==> src/rtl/prefetch_cache_pkg.sv <==
// Package for the upstream read pre-fetch and completion cache control block.
// Assumes a 32-bit APB slave with word-aligned registers at four times the index.
package prefetch_cache_pkg;

  // Register indices and byte addresses
  localparam logic [9:0] IDX_PREFETCH_LIMITS = 10'h0e8;
  localparam logic [9:0] IDX_IDLE_XFER_LIMIT = 10'h0ea;
  localparam logic [9:0] IDX_IDLE_LOWER = 10'h0ec;
  localparam logic [9:0] IDX_IDLE_UPPER = 10'h0ee;
  localparam logic [9:0] IDX_AGENT_STATUS = 10'h0f0;
  localparam logic [11:0] ADDR_PREFETCH_LIMITS = {IDX_PREFETCH_LIMITS, 2'b00};
  localparam logic [11:0] ADDR_IDLE_XFER_LIMIT = {IDX_IDLE_XFER_LIMIT, 2'b00};
  localparam logic [11:0] ADDR_IDLE_LOWER = {IDX_IDLE_LOWER, 2'b00};
  localparam logic [11:0] ADDR_IDLE_UPPER = {IDX_IDLE_UPPER, 2'b00};
  localparam logic [11:0] ADDR_AGENT_STATUS = {IDX_AGENT_STATUS, 2'b00};

  // Reset values
  localparam logic [15:0] RST_PREFETCH_LIMITS = 16'h0443;
  localparam logic [15:0] RST_IDLE_XFER_LIMIT = 16'h0008;
  localparam logic [15:0] RST_IDLE_LOWER = 16'h007f;
  localparam logic [15:0] RST_IDLE_UPPER = 16'h01c0;

  // Writable bit masks; everything else reads as zero
  localparam logic [15:0] WMASK_PREFETCH_LIMITS = 16'h0fcf;
  localparam logic [15:0] WMASK_IDLE_XFER_LIMIT = 16'h00ff;
  localparam logic [15:0] WMASK_IDLE_BOUND = 16'h0fff;

  // Field positions in the pre-fetch limits register
  localparam int BURST_HI = 11;
  localparam int BURST_LO = 8;
  localparam int MODE_HI = 7;
  localparam int MODE_LO = 6;
  localparam int LEN_HI = 3;
  localparam int LEN_LO = 0;

  // Burst count limit codes
  localparam logic [3:0] BURST_OFF = 4'h0;
  localparam logic [3:0] BURST_ONE = 4'h1;
  localparam logic [3:0] BURST_MIN_PREFETCH = 4'h2;

  // Byte length limit
  localparam logic [3:0] LEN_MAX_CODE = 4'h7;
  localparam logic [13:0] LEN_BASE_BYTES = 14'h0040;

  // Completion retention modes
  typedef enum logic [1:0] {
    RETAIN_NONE = 2'b00,
    RETAIN_LIGHT = 2'b01,
    RETAIN_FULL = 2'b10,
    RETAIN_RSVD = 2'b11
  } retain_mode_e;

  // Events from the PCI-side read engine, one-cycle pulses except ended_by_retry
  typedef struct packed {
    logic read_start;
    logic completion_fill;
    logic data_return;
    logic xfer_end;
    logic ended_by_retry;
    logic cycle_start;
    logic read_hit;
  } pci_event_s;

endpackage : prefetch_cache_pkg

==> src/rtl/idle_discard_timer.sv <==
// Idle timers that decide when cached completion data is thrown away.
// Assumes single-cycle event pulses from logic on the same clock.
`timescale 1ns/1ps
`default_nettype none
module idle_discard_timer #(
  parameter int CLK_W = 12,
  parameter int START_W = 8
) (
  // Clock and reset
  input wire logic clk,
  input wire logic rst_n,
  input wire logic soft_clear,
  // Cache activity
  input wire logic active,
  input wire logic cycle_start,
  input wire logic read_hit,
  // Limits
  input wire logic [START_W-1:0] start_limit,
  input wire logic [CLK_W-1:0] lower_bound,
  input wire logic [CLK_W-1:0] upper_bound,
  // Decision
  output logic discard_o
);

  logic [CLK_W-1:0] idle_clks;
  logic [START_W-1:0] idle_starts;
  wire restart = soft_clear || !active || read_hit;
  wire clk_sat = &idle_clks;
  wire start_sat = &idle_starts;
  wire upper_hit = idle_clks >= upper_bound;
  wire lower_hit = idle_clks >= lower_bound;
  wire start_hit = idle_starts >= start_limit;

  // Idle counters, restarted on a hit or when nothing is cached
  always_ff @(posedge clk or negedge rst_n) begin
    if (!rst_n) begin
      idle_clks <= '0;
      idle_starts <= '0;
    end else if (restart) begin
      idle_clks <= '0;
      idle_starts <= '0;
    end else begin
      if (!clk_sat) idle_clks <= idle_clks + 1'b1;
      if (cycle_start && !start_sat) idle_starts <= idle_starts + 1'b1;
    end
  end

  // Upper bound alone, or miss check gated by the lower bound
  assign discard_o = active && (upper_hit || (start_hit && lower_hit));
endmodule : idle_discard_timer
`default_nettype wire

==> src/rtl/upstream_read_prefetch_cache.sv <==
// Control of the upstream read pre-fetch agent and its completion cache.
// Assumes an APB master on REF_CLK_I and a PCI-side read engine on the same clock.
//
// Local design decision: the APB register port.
`timescale 1ns/1ps
`default_nettype none
module upstream_read_prefetch_cache
  import prefetch_cache_pkg::*;
#(
  parameter int CLK_W = 12,
  parameter int START_W = 8
) (
  // Clock and resets
  input wire logic REF_CLK_I,
  input wire logic RESETN_I,
  input wire logic GLOBAL_RESET_INPUT_N_I,
  // APB slave
  input wire logic PSEL_I,
  input wire logic PENABLE_I,
  input wire logic PWRITE_I,
  input wire logic [11:0] PADDR_I,
  input wire logic [31:0] PWDATA_I,
  output logic [31:0] PRDATA_O,
  output logic PREADY_O,
  output logic PSLVERR_O,
  // PCI-side events
  input wire pci_event_s PCI_EVENT_I,
  // Pre-fetch request handshake
  output logic PREFETCH_REQ_O,
  input wire logic PREFETCH_ACK_I,
  output logic [13:0] THREAD_BYTE_LIMIT_O,
  output logic SINGLE_BUFFER_O,
  // Cache state
  output logic CACHE_VALID_O,
  output logic DISCARD_O
);

  if (CLK_W != 12 || START_W != 8) begin : g_check
    $error("timer widths must match the 12-bit and 8-bit register fields");
  end

  typedef enum logic {PF_IDLE, PF_ISSUE} pf_state_e;

  logic [1:0] rst_pipe;
  logic rst_n;
  logic [1:0] global_reset_input_pipe;
  logic [15:0] limits_reg;
  logic [15:0] xfer_reg;
  logic [15:0] lower_reg;
  logic [15:0] upper_reg;
  pf_state_e state;
  pf_state_e next_state;
  logic [3:0] issued;
  logic [3:0] next_issued;
  logic cache_valid;
  logic next_cache_valid;
  logic timer_discard;

  // Reset release through two flops
  always_ff @(posedge REF_CLK_I or negedge RESETN_I) begin
    if (!RESETN_I) rst_pipe <= 2'b00;
    else rst_pipe <= {rst_pipe[0], 1'b1};
  end
  assign rst_n = rst_pipe[1];

  // Global reset pin synchroniser; only the second flop is used
  always_ff @(posedge REF_CLK_I or negedge rst_n) begin
    if (!rst_n) global_reset_input_pipe <= 2'b11;
    else global_reset_input_pipe <= {global_reset_input_pipe[0], GLOBAL_RESET_INPUT_N_I};
  end
  wire global_reset_input = !global_reset_input_pipe[1];

  // APB decode
  wire access = PSEL_I && PENABLE_I;
  wire hit_limits = PADDR_I == ADDR_PREFETCH_LIMITS;
  wire hit_xfer = PADDR_I == ADDR_IDLE_XFER_LIMIT;
  wire hit_lower = PADDR_I == ADDR_IDLE_LOWER;
  wire hit_upper = PADDR_I == ADDR_IDLE_UPPER;
  wire hit_status = PADDR_I == ADDR_AGENT_STATUS;
  wire mapped = hit_limits || hit_xfer || hit_lower || hit_upper || hit_status;
  wire wr = access && PWRITE_I;
  wire [15:0] wdata = PWDATA_I[15:0];

  // Zero-wait slave, error on unmapped addresses or status write
  assign PREADY_O = 1'b1;
  assign PSLVERR_O = access && (!mapped || (PWRITE_I && hit_status));

  // Configuration registers, loaded with their reset values by either of the resets
  always_ff @(posedge REF_CLK_I or negedge rst_n) begin
    if (!rst_n) begin
      limits_reg <= RST_PREFETCH_LIMITS;
      xfer_reg <= RST_IDLE_XFER_LIMIT;
      lower_reg <= RST_IDLE_LOWER;
      upper_reg <= RST_IDLE_UPPER;
    end else if (global_reset_input) begin
      limits_reg <= RST_PREFETCH_LIMITS;
      xfer_reg <= RST_IDLE_XFER_LIMIT;
      lower_reg <= RST_IDLE_LOWER;
      upper_reg <= RST_IDLE_UPPER;
    end else if (wr) begin
      if (hit_limits) limits_reg <= wdata & WMASK_PREFETCH_LIMITS;
      if (hit_xfer) xfer_reg <= wdata & WMASK_IDLE_XFER_LIMIT;
      if (hit_lower) lower_reg <= wdata & WMASK_IDLE_BOUND;
      if (hit_upper) upper_reg <= wdata & WMASK_IDLE_BOUND;
    end
  end

  // Field extraction
  wire [3:0] burst_limit = limits_reg[BURST_HI:BURST_LO];
  wire [1:0] mode_bits = limits_reg[MODE_HI:MODE_LO];
  wire [3:0] len_code = limits_reg[LEN_HI:LEN_LO];
  wire retain_mode_e mode = retain_mode_e'(mode_bits);
  wire agent_on = burst_limit != BURST_OFF;
  wire mode_prefetch = mode == RETAIN_LIGHT || mode == RETAIN_FULL;
  wire prefetch_allowed = burst_limit >= BURST_MIN_PREFETCH && mode_prefetch;
  wire [3:0] prefetch_target = burst_limit - 4'h1;

  // Status word: cache and agent state
  wire [15:0] status_word = {8'h00, issued, 2'b00, state == PF_ISSUE, cache_valid};

  // Read data; reserved bits already zero in storage
  always_comb begin
    PRDATA_O = 32'h0000_0000;
    if (access && !PWRITE_I) begin
      unique case (1'b1)
        hit_limits: PRDATA_O = {16'h0000, limits_reg};
        hit_xfer: PRDATA_O = {16'h0000, xfer_reg};
        hit_lower: PRDATA_O = {16'h0000, lower_reg};
        hit_upper: PRDATA_O = {16'h0000, upper_reg};
        hit_status: PRDATA_O = {16'h0000, status_word};
        default: PRDATA_O = 32'h0000_0000;
      endcase
    end
  end

  // Byte limit per thread; reserved codes fall back to the base size
  logic [13:0] byte_limit;
  always_ff @(posedge REF_CLK_I or negedge rst_n) begin
    // Reset value already matches the default length code
    if (!rst_n) byte_limit <= LEN_BASE_BYTES << RST_PREFETCH_LIMITS[LEN_HI:LEN_LO];
    else if (len_code > LEN_MAX_CODE) byte_limit <= LEN_BASE_BYTES;
    else byte_limit <= LEN_BASE_BYTES << len_code[2:0];
  end
  assign THREAD_BYTE_LIMIT_O = byte_limit;

  // Single buffer indication for burst limit one
  always_ff @(posedge REF_CLK_I or negedge rst_n) begin
    if (!rst_n) SINGLE_BUFFER_O <= 1'b0;
    else SINGLE_BUFFER_O <= burst_limit == BURST_ONE;
  end

  // Pre-fetch agent: issues further reads after a thread's initial read
  always_comb begin
    next_state = state;
    next_issued = issued;
    unique case (state)
      PF_IDLE: begin
        if (PCI_EVENT_I.read_start && prefetch_allowed) begin
          next_state = PF_ISSUE;
          next_issued = 4'h0;
        end
      end
      PF_ISSUE: begin
        if (!prefetch_allowed) begin
          next_state = PF_IDLE;
        end else if (PCI_EVENT_I.read_start) begin
          next_issued = 4'h0;
        end else if (issued >= prefetch_target) begin
          next_state = PF_IDLE;
        end else if (PREFETCH_ACK_I) begin
          next_issued = issued + 4'h1;
          if (issued + 4'h1 >= prefetch_target) next_state = PF_IDLE;
        end
      end
    endcase
  end

  always_ff @(posedge REF_CLK_I or negedge rst_n) begin
    if (!rst_n) begin
      state <= PF_IDLE;
      issued <= 4'h0;
    end else if (global_reset_input) begin
      state <= PF_IDLE;
      issued <= 4'h0;
    end else begin
      state <= next_state;
      issued <= next_issued;
    end
  end

  // Request only while the mode still allows it
  // A limit lowered mid-burst must not let the count run past it
  assign PREFETCH_REQ_O = state == PF_ISSUE && prefetch_allowed
                          && issued < prefetch_target;

  // Retention decision at the end of a transfer
  wire keep_on_end = agent_on && ((mode == RETAIN_LIGHT && PCI_EVENT_I.ended_by_retry)
                                  || mode == RETAIN_FULL);
  wire drop_on_return = PCI_EVENT_I.data_return && !mode_prefetch;
  wire drop_on_end = PCI_EVENT_I.xfer_end && !keep_on_end;
  wire discard_now = cache_valid && (drop_on_return || drop_on_end || timer_discard || global_reset_input);

  // Cache valid flag; a fill in the same cycle as a discard wins, except during a global reset
  always_comb begin
    next_cache_valid = cache_valid;
    if (discard_now) next_cache_valid = 1'b0;
    if (PCI_EVENT_I.completion_fill && !global_reset_input) next_cache_valid = 1'b1;
  end

  always_ff @(posedge REF_CLK_I or negedge rst_n) begin
    if (!rst_n) begin
      cache_valid <= 1'b0;
      DISCARD_O <= 1'b0;
    end else begin
      cache_valid <= next_cache_valid;
      DISCARD_O <= discard_now;
    end
  end
  assign CACHE_VALID_O = cache_valid;

  // Idle timers
  idle_discard_timer #(
    .CLK_W(CLK_W),
    .START_W(START_W)
  ) u_timer (
    .clk(REF_CLK_I),
    .rst_n(rst_n),
    .soft_clear(global_reset_input),
    .active(cache_valid),
    .cycle_start(PCI_EVENT_I.cycle_start),
    .read_hit(PCI_EVENT_I.read_hit),
    .start_limit(xfer_reg[START_W-1:0]),
    .lower_bound(lower_reg[CLK_W-1:0]),
    .upper_bound(upper_reg[CLK_W-1:0]),
    .discard_o(timer_discard)
  );
endmodule : upstream_read_prefetch_cache
`default_nettype wire

==> config.mk <==
export PLATFORM = sky130hd
export DESIGN_NAME = upstream_read_prefetch_cache
export DESIGN_NICKNAME = d
export VERILOG_FILES = /design/src/rtl/prefetch_cache_pkg.sv /design/src/rtl/idle_discard_timer.sv /design/src/rtl/upstream_read_prefetch_cache.sv
export SDC_FILE = /design/constraint.sdc
export NUM_CORES = 1
export LEC_CHECK = 0
export BUFFER_PORTS_ARGS = -buffer_cell sky130_fd_sc_hd__buf_2
export CORE_MARGIN = 2
export CORE_UTILIZATION = 60
export CTS_CLUSTER_DIAMETER = 30
export DETAILED_ROUTE_END_ITERATION = 6
export HOLD_SLACK_MARGIN = 0.08
export PLACE_DENSITY = 0.86
export SLEW_MARGIN = 10
export SYNTH_ARGS = -nofsm -noshare
export SYNTH_HDL_FRONTEND = slang
export SYNTH_HIERARCHICAL = 1
export SYNTH_SLANG_ARGS = --single-unit
export TNS_END_PERCENT = 10
==> constraint.sdc <==
create_clock -name REF_CLK_I -period 6.6 [get_ports REF_CLK_I]
set_input_delay 0.66 -clock REF_CLK_I [delete_from_list [all_inputs] [get_ports REF_CLK_I]]
set_output_delay 0.66 -clock REF_CLK_I [all_outputs]
set_load 0.005 [all_outputs]
==> flow_summary.yaml, run 1 <==
critical_path:
  cpMostUsedCell: "buf_2"
  worst-setup-path-type: "input pin to primary output"
  worstPathArrival_ns: 2.67
  cp_cell_sequence: "buf_2, nor4b_1, o211ai_1, a21oi_1, buf_2"
  path_buf_inv: 2
  critPathLaunchType: "input pin"
  crit_cells: 5
  slowest_delay_ns: 1.01
  r2r.worst_path.cells: 9
  critPathTopFamily: "simple AND/OR/NAND/NOR gates"
  cp-end-kind: "primary output"
  crit_fanout: 19
  cp_data_required_time_ns: 5.94
  critPathSlowestCell: "nor4b_1"
floorplan:
  core_area_um2: 8763
  io_pins: 110
  die_area_um2: 9856
  initial_core_util_pct: 62.15
  die_w_um: 99.28
  die_h_um: 99.28
  num_rows: 34
logic_synthesis:
  synth_warnings: 6
  yosys.area.top_type_share_pct: 29.41
  synth-edff-count: 0
  yosys_register_bits: 82
  ys_top_cells_by_area: "dfrtp_1, ha_1, dfstp_2"
  synth_area_um2: 5446
  synth.distinct_cells: 64
  synth-async-reset-ratio_pct: 100.0
  avgSynthCellArea_um2: 9.743
  synth_commonest_cells: "nor2_1, dfrtp_1, mux2i_1, ha_1, inv_1"
  syn_inst: 559
  yosysTopAreaCell: "dfrtp_1"
  synth.most_common_cell: "nor2_1"
  seq_area_frac_synth_pct: 38.09
  ys.flop_type: "dfrtp_1"
finish:
  diodes: 0
  num-nets-final: 718
  drive_above_1_share_pct: 19.22
  areaGrowthSynthToFinish_pct: 7.581
cts:
  cts.clk_slew.worst_paths_ns: 0.09
  cts_num_sinks: 82
  clock_latency_ns: 0.36
  cts_resized: 0
  htree_levels: 3
  clockRootBuffer: "clkbuf_8"
  numCtsBuffers: 9
  tritoncts: "built"
  clk_path_buf_depth: 2
global_routing:
  global_route.usage.met1_pct: 33.58
  grt_pass1_vias: 4091
  grt_max_degree: 81
  grtUsageTotal_pct: 25.51
  grt_pass1_wl_um: 20160
  overflow: 0
  grt_use_met2_pct: 43.97
  busiest_layer: "met2"
  antenna_found_initial: 0
  grt_util_met3_pct: 4.076
routing:
  drc: 0
  drtIter0Drc: 310
  dr.pass1.iters: 5
  vias: 4312
  totalWireLength_um: 12190
  ant_nets: 0
  drt-vias-per-instance: 5.931
  routedWlPerCell_um: 16.77
timing:
  report.final.slew_viol_count: 0
  tns_ns: 0
  min_period_ns: 3.326
  slew-limit-headroom_pct: 24.14
  fmax_mhz: 300.6
  rsz0062_at_grt: "false"
  skew_ns: 0.01007
  final-hold-violation-count: 0
  worstMarginPinSlew_ns: 1.122
  setup_viol: 0
  layout_setup_ws_ns: 3.274
  post-route-period-util_pct: 50.40
power:
  ir_drop_uv: 141.2
  powerDensity_nw_per_um2: 170.9
  p_total_mw: 1.002
  p_leak_nw: 2.848
min_path:
  holdPathStages: 0
  hold_path.class: "register to register"
placement:
  hpwl_um: 8733
  place.gp.congestion: 0.9169
  port_buffers: 62
  dp_slack_ns: 3.274
flow_run:
  max_cap_viol_count: 0
status:
  status: "complete, no violations"
-- logic make-up after synthesis --
kind of cell | count (synthesis) | share of synthesized area [%]
and+or+nand+nor | 190 | 18.22
buffers and inverters | 89 | 9.465
DFF | 82 | 38.09
AOI/OAI and AO/OA | 77 | 9.579
muxes | 52 | 10.50
adders and majority gates | 49 | 11.12
xor gates and xnor gates | 18 | 2.895
other | 2 | 0.1379
-- cell type report --
class / instances / area, um2
repair buffers: 63 / 320.3
multi-input cells: 414 / 2954
flip-flops and latches: 82 / 2078
clock buffers: 9 / 123.9
clock inverters: 7 / 82.58
well taps: 108 / 135.1
fillers: 648 / 2904
inverters: 44 / 165.2
-- final timing paths --
path / slack, ns / to / from
setup / recovery: 3.27 / PRDATA_O[7] / PADDR_I[3]
hold / removal: 0.36 / global_reset_input_pipe[1] / global_reset_input_pipe[0]
setup reg to reg: 3.93 / issued[2] / limits_reg[8]
hold reg to reg: 0.36 / global_reset_input_pipe[1] / global_reset_input_pipe[0]
max in group asynchronous: 5.40 / issued[1] / rst_pipe[1]
min in group asynchronous: 0.50 / lower_reg[8] / rst_pipe[1]
-- through the flow --
stage	util, %	cell area, um2	hold slack, ns	instances
floorplan	-	5544	0.3312	585
global placement	64.39	5643	0.3384	710
detailed placement	64.39	5643	0.3426	710
CTS	66.86	5859	0.3607	727
global route	66.86	5859	0.3624	727
finish	66.86	5859	0.3602	727
-- worst reg2reg max path: stages, from the launching register on --
cell and delay (ns):
dfrtp_1 0.46, inv_1 0.13, ha_1 0.24, xnor2_1 0.22
ha_1 0.30, a21oi_1 0.19, o21ai_0 0.18, maj3_1 0.45
nor4_1 0.31, a211o_1 0.13
-- power by group --
part           internal (mW)  switching (mW)  total (mW)
Sequential             0.510          0.0207       0.531
Combinational         0.0369          0.0517      0.0886
Clock                  0.182           0.201       0.382
Total                  0.728           0.273        1.00
-- per-layer routing --
metal / vias up / part of all wire [%]
met1: 2088 / 42
met4: 0 / 1.5
li1: 2027 / -
met2: 179 / 50
met5: - / 0
met3: 18 / 6.4
-- cell usage in the layout (no fill, tap or decap), types with 11 or more instances in the layout --
master,instances
nor2_1,74
dfrtp_1,63
buf_2,62
mux2i_1,47
ha_1,46
inv_1,44
nand2_1,39
conb_1,28
dfstp_2,18
a21oi_1,15
o21ai_0,12
nor3_1,11
xnor2_1,11
-- timing repair --
action | CTS | global route
buffers inserted | 0 | 0
hold buffers | 1 | 0
hold endpoints to repair | 2 | 0
(Power assumes the default switching activity.)
==> run 2, diff against run 1 <==
- CORE_UTILIZATION: 60 -> 51
- PLACE_DENSITY: 0.86 -> 0.78
- clock period: 6.6 -> 2.7 ns (I/O delays scaled with it)
==> run 2 against run 1 <==
Die area grew 17%. Critical endpoint is now PREFETCH_REQ_O. Combinational power grew to 2.8 times the previous value. Critical path depth grew 4.
==> flow_summary.yaml, run 2 (same netlist as run 1, synthesis figures left out) <==
status:
  status: "complete, no violations"
min_path:
  min_from: "PCI_EVENT_I[5]"
  hold_path.class: "input pin to register"
flow_run:
  max_cap_viol_count: 0
critical_path:
  cp_data_required_time_ns: 2.43
  critPathSlowestCell: "dfrtp_2"
  cp-end-kind: "primary output"
  worstSetupStartpoint: "limits_reg[9]"
  crit_fanout: 4
  critical_path.endpoint: "PREFETCH_REQ_O"
  worst-setup-path-type: "register to primary output"
  rrSetupSlack_ns: 0.23
  critPathLaunchType: "register"
  slowest_delay_ns: 0.43
  rr_endpoint: "DISCARD_O"
  worstPathArrival_ns: 2.28
  rr_startpoint: "lower_reg[2]"
  r2r.worst_path.cells: 9
  cp_cell_sequence: "inv_1, ha_4, ha_1, nor2b_1, o21ai_1, nand2b_1, maj3_1, nor2_1, buf_2"
finish:
  layout_common_cells: "nor2_1, dfrtp_1, buf_2, mux2i_1, ha_1"
  areaGrowthSynthToFinish_pct: 10.29
  num-nets-final: 732
  drive_above_1_share_pct: 21.48
  mostFrequentLayoutCell: "nor2_1"
  diodes: 0
routing:
  routedWlPerCell_um: 16.01
  drtIter0Drc: 263
  vias: 4256
  drt-vias-per-instance: 5.534
  ant_nets: 0
  dr.pass1.iters: 4
  drc: 0
  totalWireLength_um: 12310
timing:
  worstMarginPinSlew_ns: 0.6506
  slew-limit-headroom_pct: 56.63
  setup_viol: 0
  min_period_ns: 2.554
  post-route-period-util_pct: 94.58
  layout_setup_ws_ns: 0.1465
  fmax_mhz: 391.6
  skew_ns: 0.01038
  report.final.slew_viol_count: 0
  final-hold-violation-count: 0
global_routing:
  grt_pass1_vias: 4188
  grt_max_degree: 55
  grtUsageTotal_pct: 22.56
  overflow: 0
  antenna_found_initial: 0
  grt_pass1_wl_um: 20300
power:
  p_leak_nw: 2.913
  p_total_mw: 2.351
  ir_drop_uv: 192.5
  powerDensity_nw_per_um2: 391.4
cts:
  cts_num_sinks: 82
  clockRootBuffer: "clkbuf_8"
  cts.clk_slew.worst_paths_ns: 0.09
  clk_path_buf_depth: 2
  tritoncts: "built"
  htree_levels: 3
  clock_latency_ns: 0.37
  numCtsBuffers: 9
floorplan:
  die_area_um2: 11520
  num_rows: 37
  die_h_um: 107.3
  die_w_um: 107.3
  core_area_um2: 10370
  initial_core_util_pct: 52.52
  io_pins: 110
placement:
  port_buffers: 62
  place.gp.congestion: 0.8987
  hpwl_um: 9124
  dp_slack_ns: 0.1854
run 2: how the worst min path moves through the flow:
stage / end / cells past startpoint
after floorplan: rst_pipe[0] / 0
after global placement: rst_pipe[0] / 1
after detailed placement: rst_pipe[0] / 1
after CTS: CACHE_VALID_O / 2
after global routing: CACHE_VALID_O / 2
final: CACHE_VALID_O / 2
run 2: area by class of cell:
cell class	instances	area, um2
sequential	82	2079
fill	910	4363
timing repair buffer	77	440.4
clock inverter	6	42.54
multi-input combinational	414	2972
tap	136	170.2
clock buffer	10	137.6
inverter	44	165.2
run 2: report_power, final:
| part | leakage [nW] | switching, mW | internal [mW] |
|---|---|---|---|
| clock | 0.0882 | 0.464 | 0.358 |
| sequential | 1.07 | 0.0312 | 1.25 |
| combinational | 1.75 | 0.154 | 0.0984 |
run 2: through the flow:
| stage | std cells | TNS [ns] | area, um2 | util [%] | hold slack [ns] |
|---|---|---|---|---|---|
| after CTS | 766 | 0 | 5967 | 57.54 | 0.09104 |
| after global routing | 769 | -0.004496 | 6007 | 57.93 | 0.1033 |
| after detailed placement | 747 | 0 | 5758 | 55.53 | 0.05678 |
| after floorplan | 585 | 0 | 5544 | - | -0.02559 |
| after global placement | 747 | 0 | 5758 | 55.53 | 0.05427 |
| final | 769 | 0 | 6007 | 57.93 | 0.1057 |
run 2: timing repair:
action                                  CTS  global route
gates resized for setup                   1             4
hold buffers                              2             0
pin swaps                                 0             0
setup buffers                             1             3
hold endpoints to repair                  3             0
endpoints found under the setup margin    1             3
gates cloned                              0             0
run 2: worst max-delay path, delay by kind of cell (launching register included):
kind	cells	cell delay [ns]
simple gates	3	0.29
buf+inv	2	0.23
fa+ha+maj	3	0.86
compound gates	1	0.11
flops	1	0.43
run 2: per-layer routing:
metal,track usage (%),up-vias,routed length (um)
met3,5.085,22,659
met4,8.791,0,287
met2,37.43,145,5938
li1,-,2046,-
met1,28.65,2043,5425
met5,0,-,0
